**config.mk**
```make
export PLATFORM = sky130hd
export DESIGN_NAME = frc_release_ctrl
export DESIGN_NICKNAME = d
export VERILOG_FILES = /design/src/design/frc_pkg.sv /design/src/design/frc_release_ctrl.sv
export SDC_FILE = /design/constraint.sdc
export NUM_CORES = 1
export LEC_CHECK = 0
export ABC_AREA = 0
export BUFFER_PORTS_ARGS = -buffer_cell sky130_fd_sc_hd__buf_2
export CORE_MARGIN = 1.5
export CORE_UTILIZATION = 30
export DETAILED_ROUTE_END_ITERATION = 10
export PLACE_DENSITY = 0.54
export SYNTH_ARGS = -nofsm -noshare
export SYNTH_HDL_FRONTEND = slang
export SYNTH_SLANG_ARGS = --single-unit
```
**constraint.sdc**
```tcl
create_clock -name clk -period 4.4 [get_ports clk]
set_input_delay 0.88 -clock clk [delete_from_list [all_inputs] [get_ports clk]]
set_output_delay 0.88 -clock clk [all_outputs]
set_load 0.01 [all_outputs]
```
**src/design/frc_pkg.sv**
```systemverilog
// Shared types and constants for the release controller
package frc_pkg;
  typedef enum logic [1:0] {
    CL_SHORT = 2'h0,
    CL_R47K = 2'h1,
    CL_R23K5 = 2'h2,
    CL_OPEN = 2'h3
  } frc_class_t;

  typedef enum logic [2:0] {
    ST_IDLE = 3'h0,
    ST_COUNT = 3'h1,
    ST_FIRED = 3'h3,
    ST_DONE = 3'h2,
    ST_HOLD = 3'h4
  } frc_state_t;

  typedef struct packed {
    frc_class_t loop1;
    frc_class_t loop2;
    frc_class_t remote;
  } frc_loops_t;

  typedef struct packed {
    logic gen1;
    logic gen2;
    logic out1;
    logic out2;
    logic sounder;
    logic fault_led;
    logic alarm_led;
    logic act_led;
  } frc_drive_t;

  localparam int CLK_PERIOD_NS = 20;
  localparam int TICK_PERIOD_NS = 1000000000;
  localparam int TICK_CYCLES_DEF = TICK_PERIOD_NS / CLK_PERIOD_NS;

  localparam logic [3:0] RELEASE_S = 4'hf;
  localparam logic [3:0] STAG_SHORT_S = 4'h5;
  localparam logic [3:0] STAG_LONG_S = 4'ha;
  localparam logic [3:0] HOLD_S = 4'h5;
  localparam int BREAK_S = 1;

  localparam logic [3:0] ADDR_CFG = 4'h0;
  localparam logic [3:0] ADDR_STAT = 4'h1;
  localparam logic [3:0] ADDR_FAULT = 4'h2;
  localparam logic [7:0] CFG_RESET = 8'h00;

  localparam int SW_LOOP1 = 0;
  localparam int SW_BOTHREQ = 1;
  localparam int SW_LOOP2 = 2;
  localparam int SW_MANUAL = 4;
  localparam int SW_RELEASE = 5;
  localparam int SW_SECOND = 6;
  localparam int SW_LONG = 7;

  localparam int F_LOOP1 = 0;
  localparam int F_LOOP2 = 1;
  localparam int F_REMOTE = 2;
  localparam int F_BRK1 = 3;
  localparam int F_BRK2 = 4;
  localparam int F_DISCH = 5;
  localparam int F_LED = 6;
endpackage

```
**src/design/frc_release_ctrl.sv**
```systemverilog
// Release decision, delays, fault gathering and register port
module frc_release_ctrl
  import frc_pkg::*;
#(
  parameter int TICK_CYCLES = TICK_CYCLES_DEF
) (
  input wire logic clk,
  input wire logic rst,
  input wire frc_loops_t loops,
  input wire logic ignition,
  input wire logic btn_a,
  input wire logic btn_b,
  input wire logic [1:0] gen_open,
  input wire logic discharge_fail,
  input wire logic [3:0] led_main_fail,
  input wire logic [3:0] addr,
  input wire logic [7:0] wdata,
  input wire logic wr,
  input wire logic rd,
  output logic [7:0] rdata,
  output frc_drive_t drive,
  output logic [3:0] spare_sel
);
  localparam logic [25:0] TICK_LAST = 26'(TICK_CYCLES - 1);
  localparam logic [25:0] TICK_HALF = 26'(TICK_CYCLES / 2);
  localparam logic [25:0] BRK_LAST = 26'(BREAK_S * TICK_CYCLES - 1);

  frc_state_t state_reg, state_next;
  logic [7:0] cfg_reg;
  logic [6:0] fault_reg, fault_next;
  logic [25:0] div_reg;
  logic [3:0] sec_reg;
  logic fire2_reg;
  logic [7:0] rdata_reg;
  frc_drive_t drive_reg, drive_next;
  logic [3:0] spare_reg;
  logic [25:0] brk_cnt [2];
  logic [1:0] brk_flag;

  // Loop classification
  wire l1_alarm = (loops.loop1 == CL_SHORT);
  wire l1_fault = (loops.loop1 == CL_OPEN);
  wire l2_alarm = (loops.loop2 == CL_R47K);
  wire l2_fault = (loops.loop2 == CL_OPEN) || (loops.loop2 == CL_SHORT);
  wire rem_alarm = (loops.remote == CL_R23K5);
  wire rem_fault = (loops.remote == CL_OPEN) || (loops.remote == CL_SHORT);

  // Mode and configuration decode
  wire manual_mode = cfg_reg[SW_MANUAL] & ignition;
  wire release_en = cfg_reg[SW_RELEASE];
  wire both_req = cfg_reg[SW_BOTHREQ];
  wire l1_sel = cfg_reg[SW_LOOP1] & l1_alarm;
  wire l2_sel = cfg_reg[SW_LOOP2] & l2_alarm;
  wire any_alarm = l1_alarm | l2_alarm;
  wire loop_trig = both_req ? (l1_alarm & l2_alarm) : (l1_sel | l2_sel);
  wire trigger = release_en & ~manual_mode & loop_trig;
  wire shutdown = release_en & both_req & (l1_alarm ^ l2_alarm);
  wire buttons = btn_a & btn_b;
  wire second_en = cfg_reg[SW_SECOND];
  wire [3:0] stagger = cfg_reg[SW_LONG] ? STAG_LONG_S : STAG_SHORT_S;

  // One-second tick, restarted on each state change
  wire state_chg = (state_next != state_reg);
  wire tick = (div_reg == TICK_LAST);
  wire half_on = (div_reg < TICK_HALF);
  wire release_done = tick && (sec_reg == RELEASE_S - 4'h1);
  wire hold_done = tick && (sec_reg == HOLD_S - 4'h1);
  wire stag_done = tick && (sec_reg == stagger - 4'h1);
  wire fired = (state_reg == ST_FIRED) || (state_reg == ST_DONE);

  always_comb begin
    state_next = state_reg;
    case (state_reg)
      ST_IDLE: begin
        if (rem_alarm) begin
          state_next = ST_FIRED;
        end else if (buttons) begin
          state_next = ST_HOLD;
        end else if (trigger) begin
          state_next = ST_COUNT;
        end
      end
      ST_COUNT: begin
        if (release_done) begin
          state_next = ST_FIRED;
        end
      end
      ST_HOLD: begin
        if (!buttons) begin
          state_next = ST_IDLE;
        end else if (hold_done) begin
          state_next = ST_FIRED;
        end
      end
      ST_FIRED: begin
        if (!second_en || stag_done) begin
          state_next = ST_DONE;
        end
      end
      ST_DONE: state_next = ST_DONE;
      default: state_next = ST_IDLE;
    endcase
  end

  // Generator loop break persistence
  genvar g;
  generate
    for (g = 0; g < 2; g++) begin : g_brk
      always_ff @(posedge clk or posedge rst) begin
        if (rst) begin
          brk_cnt[g] <= 26'h0;
          brk_flag[g] <= 1'b0;
        end else if (!gen_open[g]) begin
          brk_cnt[g] <= 26'h0;
          brk_flag[g] <= 1'b0;
        end else if (brk_cnt[g] == BRK_LAST) begin
          brk_flag[g] <= 1'b1;
        end else begin
          brk_cnt[g] <= brk_cnt[g] + 26'h1;
        end
      end
    end
  endgenerate

  // Sticky faults, set wins over write-one clear
  wire fault_wr = wr && (addr == ADDR_FAULT);
  wire [6:0] fault_clr = fault_wr ? wdata[6:0] : 7'h00;
  wire [6:0] fault_set = {|led_main_fail, discharge_fail & fired, brk_flag[1], brk_flag[0],
                          rem_fault, l2_fault, l1_fault};
  wire fault_any = |fault_next;

  always_comb begin
    fault_next = (fault_reg & ~fault_clr) | fault_set;
    drive_next = '0;
    drive_next.gen1 = fired;
    drive_next.gen2 = fire2_reg;
    drive_next.out1 = fault_any;
    drive_next.out2 = shutdown;
    drive_next.fault_led = fault_any;
    drive_next.alarm_led = any_alarm | rem_alarm;
    drive_next.act_led = fired;
    drive_next.sounder = fault_any | fired | (state_reg == ST_COUNT) |
                         ((state_reg == ST_HOLD) & half_on);
  end

  // Register read mux
  wire [7:0] stat_word = {1'b0, manual_mode, drive_reg.out2, drive_reg.gen2, drive_reg.gen1, state_reg};
  wire [7:0] rd_mux = (addr == ADDR_CFG) ? cfg_reg :
                      (addr == ADDR_STAT) ? stat_word :
                      (addr == ADDR_FAULT) ? {1'b0, fault_reg} : 8'h00;

  always_ff @(posedge clk or posedge rst) begin
    if (rst) begin
      state_reg <= ST_IDLE;
      div_reg <= 26'h0;
      sec_reg <= 4'h0;
      fire2_reg <= 1'b0;
    end else begin
      state_reg <= state_next;
      div_reg <= (state_chg || tick) ? 26'h0 : div_reg + 26'h1;
      sec_reg <= state_chg ? 4'h0 : sec_reg + {3'h0, tick};
      fire2_reg <= fire2_reg | ((state_reg == ST_FIRED) & second_en & stag_done);
    end
  end

  always_ff @(posedge clk or posedge rst) begin
    if (rst) begin
      cfg_reg <= CFG_RESET;
      fault_reg <= 7'h00;
      rdata_reg <= 8'h00;
      drive_reg <= '0;
      spare_reg <= 4'h0;
    end else begin
      if (wr && (addr == ADDR_CFG)) begin
        cfg_reg <= wdata;
      end
      fault_reg <= fault_next;
      rdata_reg <= rd ? rd_mux : 8'h00;
      drive_reg <= drive_next;
      spare_reg <= led_main_fail;
    end
  end

  assign rdata = rdata_reg;
  assign drive = drive_reg;
  assign spare_sel = spare_reg;

  // Checks
  property p_release_delay;
    @(posedge clk) disable iff (rst)
    (state_reg == ST_COUNT) ##1 (state_reg == ST_FIRED) |-> $past(sec_reg) == 4'he && $past(tick);
  endproperty
  a_release_delay: assert property (p_release_delay) else $error("primary fired off 15 s");

  property p_stagger;
    @(posedge clk) disable iff (rst)
    $rose(fire2_reg) |-> $past(state_reg) == ST_FIRED && $past(sec_reg) == $past(stagger) - 4'h1;
  endproperty
  a_stagger: assert property (p_stagger) else $error("secondary stagger wrong");

  property p_manual_no_count;
    @(posedge clk) disable iff (rst)
    (state_reg == ST_IDLE && manual_mode && !buttons && !rem_alarm) |=> state_reg == ST_IDLE;
  endproperty
  a_manual_no_count: assert property (p_manual_no_count) else $error("manual mode counted");

  property p_auto_start;
    @(posedge clk) disable iff (rst)
    (state_reg == ST_IDLE && trigger && !buttons && !rem_alarm) |=> state_reg == ST_COUNT;
  endproperty
  a_auto_start: assert property (p_auto_start) else $error("auto countdown not started");

  property p_shutdown;
    @(posedge clk) disable iff (rst)
    (release_en && both_req && l1_alarm && !l2_alarm && state_reg == ST_IDLE && !buttons && !rem_alarm)
      |=> drive.out2 && state_reg == ST_IDLE;
  endproperty
  a_shutdown: assert property (p_shutdown) else $error("shutdown missing or fired");

  property p_warning_only;
    @(posedge clk) disable iff (rst)
    (!release_en && state_reg == ST_IDLE && !buttons && !rem_alarm) |=> !fired;
  endproperty
  a_warning_only: assert property (p_warning_only) else $error("warning config fired");

  property p_fault_out;
    @(posedge clk) disable iff (rst)
    (l1_fault || l2_fault || rem_fault) |=> drive.out1 && drive.fault_led && drive.sounder;
  endproperty
  a_fault_out: assert property (p_fault_out) else $error("fault not shown");

  property p_hold_abort;
    @(posedge clk) disable iff (rst)
    (state_reg == ST_HOLD && !buttons) |=> state_reg == ST_IDLE ##1 !drive.gen1;
  endproperty
  a_hold_abort: assert property (p_hold_abort) else $error("early release not aborted");

  property p_hold_fire;
    @(posedge clk) disable iff (rst)
    (state_reg == ST_HOLD) ##1 (state_reg == ST_FIRED) |-> $past(sec_reg) == 4'h4 ##1 drive.gen1 && drive.sounder;
  endproperty
  a_hold_fire: assert property (p_hold_fire) else $error("hold fire timing wrong");

  property p_count_holds;
    @(posedge clk) disable iff (rst)
    (state_reg == ST_COUNT && !loop_trig && !release_done) |=> state_reg == ST_COUNT;
  endproperty
  a_count_holds: assert property (p_count_holds) else $error("countdown aborted");

  property p_break_persist;
    @(posedge clk) disable iff (rst)
    $rose(brk_flag[0]) |-> $past(brk_cnt[0]) == BRK_LAST && $past(gen_open[0]);
  endproperty
  a_break_persist: assert property (p_break_persist) else $error("break fault too early");

  property p_spare;
    @(posedge clk) disable iff (rst)
    led_main_fail[0] |=> spare_sel[0] && fault_reg[F_LED];
  endproperty
  a_spare: assert property (p_spare) else $error("spare lamp not used");

  // Cycles spent in the present state, for the delay checks
  localparam int REL_CYC = int'(RELEASE_S) * TICK_CYCLES;
  localparam int HOLD_CYC = int'(HOLD_S) * TICK_CYCLES;
  localparam int SHORT_CYC = int'(STAG_SHORT_S) * TICK_CYCLES;
  localparam int LONG_CYC = int'(STAG_LONG_S) * TICK_CYCLES;
  logic [31:0] dwell_reg;

  always_ff @(posedge clk or posedge rst) begin
    if (rst) begin
      dwell_reg <= 32'h0;
    end else begin
      dwell_reg <= state_chg ? 32'h1 : dwell_reg + 32'h1;
    end
  end

  property p_release_time;
    @(posedge clk) disable iff (rst)
    (state_reg == ST_COUNT && state_next == ST_FIRED) |-> dwell_reg == 32'(REL_CYC);
  endproperty
  a_release_time: assert property (p_release_time) else $error("countdown length wrong");

  property p_stag_time;
    @(posedge clk) disable iff (rst)
    (state_reg == ST_FIRED && second_en && state_next == ST_DONE) |->
      dwell_reg == (cfg_reg[SW_LONG] ? 32'(LONG_CYC) : 32'(SHORT_CYC));
  endproperty
  a_stag_time: assert property (p_stag_time) else $error("stagger length wrong");

  property p_hold_time;
    @(posedge clk) disable iff (rst)
    (state_reg == ST_HOLD && state_next == ST_FIRED) |-> dwell_reg == 32'(HOLD_CYC);
  endproperty
  a_hold_time: assert property (p_hold_time) else $error("hold length wrong");

  property p_shutdown_out;
    @(posedge clk) disable iff (rst)
    drive.out2 == $past(shutdown);
  endproperty
  a_shutdown_out: assert property (p_shutdown_out) else $error("shutdown output wrong");

  property p_alarm_lamp;
    @(posedge clk) disable iff (rst)
    (loops.loop1 == CL_SHORT || loops.loop2 == CL_R47K) |=> drive.alarm_led;
  endproperty
  a_alarm_lamp: assert property (p_alarm_lamp) else $error("alarm lamp missing");

  property p_disch_fault;
    @(posedge clk) disable iff (rst)
    (discharge_fail && fired) |=> fault_reg[F_DISCH] && drive.fault_led;
  endproperty
  a_disch_fault: assert property (p_disch_fault) else $error("discharge fault missing");

  property p_brk1_fault;
    @(posedge clk) disable iff (rst)
    brk_flag[0] |=> fault_reg[F_BRK1] && drive.out1;
  endproperty
  a_brk1_fault: assert property (p_brk1_fault) else $error("primary break fault missing");

  property p_brk2_fault;
    @(posedge clk) disable iff (rst)
    brk_flag[1] |=> fault_reg[F_BRK2] && drive.out1;
  endproperty
  a_brk2_fault: assert property (p_brk2_fault) else $error("secondary break fault missing");

  property p_remote_fault;
    @(posedge clk) disable iff (rst)
    (loops.remote == CL_OPEN || loops.remote == CL_SHORT) |=> fault_reg[F_REMOTE];
  endproperty
  a_remote_fault: assert property (p_remote_fault) else $error("remote loop fault missing");

  property p_loop1_fault;
    @(posedge clk) disable iff (rst)
    (loops.loop1 == CL_OPEN) |=> fault_reg[F_LOOP1];
  endproperty
  a_loop1_fault: assert property (p_loop1_fault) else $error("loop 1 fault missing");

  property p_loop2_fault;
    @(posedge clk) disable iff (rst)
    (loops.loop2 == CL_OPEN || loops.loop2 == CL_SHORT) |=> fault_reg[F_LOOP2];
  endproperty
  a_loop2_fault: assert property (p_loop2_fault) else $error("loop 2 fault missing");

  property p_hold_quiet;
    @(posedge clk) disable iff (rst)
    (state_reg == ST_HOLD && tick && !fault_any) |=> !drive.sounder;
  endproperty
  a_hold_quiet: assert property (p_hold_quiet) else $error("hold tone not intermittent");

  property p_hold_beep;
    @(posedge clk) disable iff (rst)
    (state_reg == ST_HOLD && div_reg == 26'h0) |=> drive.sounder;
  endproperty
  a_hold_beep: assert property (p_hold_beep) else $error("hold tone missing");

  property p_gen_latch;
    @(posedge clk) disable iff (rst)
    drive.gen1 |=> drive.gen1 && drive.act_led;
  endproperty
  a_gen_latch: assert property (p_gen_latch) else $error("primary output dropped");

  c_auto_fire: cover property (@(posedge clk) disable iff (rst) (state_reg == ST_COUNT) ##1 (state_reg == ST_FIRED));
  c_hold_fire: cover property (@(posedge clk) disable iff (rst) (state_reg == ST_HOLD) ##1 (state_reg == ST_FIRED));
  c_hold_abort: cover property (@(posedge clk) disable iff (rst) (state_reg == ST_HOLD) ##1 (state_reg == ST_IDLE));
  c_secondary: cover property (@(posedge clk) disable iff (rst) $rose(fire2_reg));
endmodule

```
==> summary.md <==
| Metric | Value |
|---|---|
| Outcome | finished clean |
| Std-Cell Rows | 52 |
| DR pass1 iterations | 7 |
| Post-synth EDFFs | 0 |
| Initial Util | 30.4% |
| Vias in the first global route | 4,593 |
| First-pass GRT wire length | approximately 23,000 um |
| Syn Std Cell Area | between 0.006 and 0.007 mm2 |
| Final GP Congestion | a little under 0.9 |
| Total power | between 2 and 3 mW |
| Most frequent cells in the layout | dfrtp_1 (121), buf_2 (51), nand2_1 (44), nand3_1 (39), and2_1 (36) |
| DRT Wirelength | ~14,000 um |
| Max_cap viols | 0 |
| Post-CTS Setup Bufs | 0 |
| CTS H-tree lvls | 4 |
| Largest register FFs | 52 |
| Final min period | 2.61 ns |
| Routed vias | approximately 4,700 |
| Worst Tran Pin Value | roughly 1.3 ns |
| RR Endpoint | sec_reg[2]$_DFF_PP0_ |
| Synth unique cells | 57 |
| RSZ-0062 raised after global routing | false |
| Post-Layout Inst Area | ~0.0072 mm2 |
| Worst path max stage delay | approximately 0.7 ns |
| Reg clk slew, reported paths | approximately 0.05 ns |
| Async S/R FF share, synth | between 90% and 100% |
| Vias per Instance | slightly below 5 |
| Die W | roughly 150 um |
| Area of placed instances | 0.00664 mm2 |
| Critical Path Sink | sec_reg[2]$_DFF_PP0_ |
| Routed Antenna Nets | 0 |
| Headroom to the max-slew limit | between 10% and 20% |
| Largest net degree at the start of global routing | between 50 and 60 |
| Worst Setup End Kind | flop |
| Pleak | 3.22 nW |
| Clk_lat worst skew | 0.41 ns |
| DP HPWL | around 9600 um |
| CTS Sinks | roughly 120 |
| Hold Fails Final Rpt | 0 |
| DRC Markers | 0 |
| Dpl ws | 1.71 ns |
| Layout net count | between 700 and 800 |
| Yosys synthesis warning count | 0 |
| Post-CTS Resized | 0 |
| Clock Tree Buf Depth | 2 |
| GRT Util Overall | around 14% |
| Endpoints failing setup | 0 |
| RR Startpoint | div_reg[0]$_DFF_PP0_ |
| CTS Buf Count | 17 |
| FF-to-FF setup slack | 1.79 ns |
| Layout Area Growth over Synthesis | 17.7% |
| CP Buf/Inv Count | 1 |
| Die height | around 150 um |
| Post-Syn Instances | between 600 and 700 |
| CP Launch Type | flop |
| Arrival time at the worst endpoint | 2.88 ns |
| Layout Cells excl Fill | ~940 |
| Core area | just over 0.02 mm2 |
| Wire length per cell | about 14 um |
| Root buffer cell | clkbuf_16 |
| # hold bufs at CTS | 0 |
| Pwr dens | about 360 mW/mm2 |
| Initial antenna violation count | 0 |
| PortBufs | roughly 50 |
| CP delay by family, top | simple AND/OR/NAND/NOR gates |
| Mapped Nets | 651 |
| Hold Path Class | flop to flop |
| Initial DRC Count | between 300 and 400 |
| VDD IR max | ~250 uV |
| Fin crit share | 59.2% |
| CTS tree | yes |
| R2R depth | 9 |
| FF+latch count, synth | approximately 120 |
| Layout cells sized above 1 | 15.9% |
| Register area share after synthesis | 49.5% |
| Layout Skew | between 0.007 and 0.008 ns |
| Syn Area/Cell | between 10 and 15 um2 |
| Crit path depth | 9 |
| CP Cell Sequence | ha_1 -> and4_1 -> nand4_1 -> or4_1 -> inv_1 -> ha_1 -> ha_1 -> xnor2_1 -> nor3_1 |
| Setup TNS | 0 ns |
| Dominant synthesized flop cell | dfrtp_1 |
| Critical Path Most Common Cell | ha_1 |
| Most common cell after layout, fill and taps aside | dfrtp_1 |
| Crit path kind | flop to flop |
| Crit-path slowest cell | or4_1 |
| Filler cells | roughly 2,000 |
| Max frequency | between 0.3 and 0.4 GHz |
| Slew Limit Fails | 0 |
| CP Max Fanout | 8 |
| Required time of the critical path | ~4.7 ns |
| Num ports | 52 |
| Final worst slack | 1.79 ns |
| Cell total after placement | around 910 |
| Die Area | approximately 0.021 mm2 |
| # diodes | 0 |
| GR Overflow Total | 0 |
| Worst Setup SP | div_reg[0]$_DFF_PP0_ |
## synthesized netlist by cell type (all sizes together), types with 3 or more instances
| cell type | number | area share (%) |
|---|---|---|
| a21boi | 10 | 1.2 |
| a21oi | 14 | 1.1 |
| a31oi | 3 | 0.31 |
| and2 | 37 | 3.8 |
| and3 | 15 | 1.5 |
| and4 | 10 | 1.4 |
| buf | 8 | 0.82 |
| clkbuf | 14 | 0.86 |
| dfrtp | 121 | 50 |
| ha | 9 | 1.8 |
| inv | 21 | 1.3 |
| mux2 | 7 | 1.3 |
| mux2i | 5 | 0.82 |
| nand2 | 44 | 2.7 |
| nand2b | 10 | 1.0 |
| nand3 | 39 | 3.2 |
| nand4 | 16 | 1.6 |
| nor2 | 33 | 2.0 |
| nor2b | 5 | 0.51 |
| nor3 | 33 | 2.8 |
| nor3b | 4 | 0.49 |
| nor4 | 14 | 1.5 |
| o211ai | 4 | 0.57 |
| o21a | 3 | 0.37 |
| o21ai | 21 | 1.7 |
| o221a | 6 | 1.1 |
| o31ai | 4 | 0.49 |
| or2 | 4 | 0.41 |
| or3 | 11 | 1.1 |
| or4 | 4 | 0.49 |
| xnor2 | 27 | 3.9 |
| xor2 | 31 | 4.4 |
## where the power goes
group	leakage, nW	internal, mW	switching, mW
Clock	0.284	0.830	0.475
Sequential	1.61	1.14	0.0269
Combinational	1.33	0.0467	0.0708
Total	3.22	2.02	0.572
## how the worst min path moves through the flow
stage / startpoint / endpoint / slack, ns / depth (start not counted)
floorplan: fire2_reg$_DFF_PP0_ / drive[6]$_DFF_PP0_ / 0.36 / 0
global placement: fire2_reg$_DFF_PP0_ / drive[6]$_DFF_PP0_ / 0.37 / 0
detailed placement: fire2_reg$_DFF_PP0_ / drive[6]$_DFF_PP0_ / 0.37 / 0
CTS: fire2_reg$_DFF_PP0_ / drive[6]$_DFF_PP0_ / 0.38 / 0
global route: fire2_reg$_DFF_PP0_ / drive[6]$_DFF_PP0_ / 0.40 / 0
finish: fire2_reg$_DFF_PP0_ / drive[6]$_DFF_PP0_ / 0.38 / 0
## metal layers
layer  vias to the layer above  part of all wire [%]  GRT usage, %
met2                        80                    48          22.2
met5                         -                     0             0
met4                         0                   1.5          5.61
met3                        14                   3.4          3.42
met1                      2297                    47          16.9
li1                       2277                     -             -
## worst reg2reg max path, stage by stage (launching register included)
cell and delay [ns]:
dfrtp_1 0.40, ha_1 0.23, and4_1 0.30, nand4_1 0.10
or4_1 0.72, inv_1 0.17, ha_1 0.18, ha_1 0.16
xnor2_1 0.13, nor3_1 0.07
## logic make-up (layout without fill, tap and decap cells)
| family | Yosys count | after routing | synth area share (%) |
|---|---|---|---|
| buffers and inverters | 43 | 107 | 2.97 |
| adder cells (fa/ha/maj) | 9 | 9 | 1.84 |
| AO/OA/AOI/OAI | 80 | 80 | 9.37 |
| multiplexers | 12 | 12 | 2.11 |
| AND/OR/NAND/NOR | 287 | 287 | 25.9 |
| flip-flops | 121 | 121 | 49.5 |
| XOR/XNOR | 58 | 58 | 8.31 |
## per-stage QoR
step	utilization (%)	hold WS, ns
floorplan	-	0.355
global placement	33.0	0.374
detailed placement	33.0	0.372
CTS	35.8	0.384
global route	35.8	0.401
finish	35.8	0.383
## final cells by class
type,count,area [um2],area share [%]
sequential,121,3030,42.1
multi-input combinational,446,2910,40.4
clock buffer,24,492,6.83
tap,270,338,4.69
timing repair buffer,54,278,3.86
inverter,21,81.3,1.13
clock inverter,8,68.8,0.956
(Power assumes the default switching activity.)
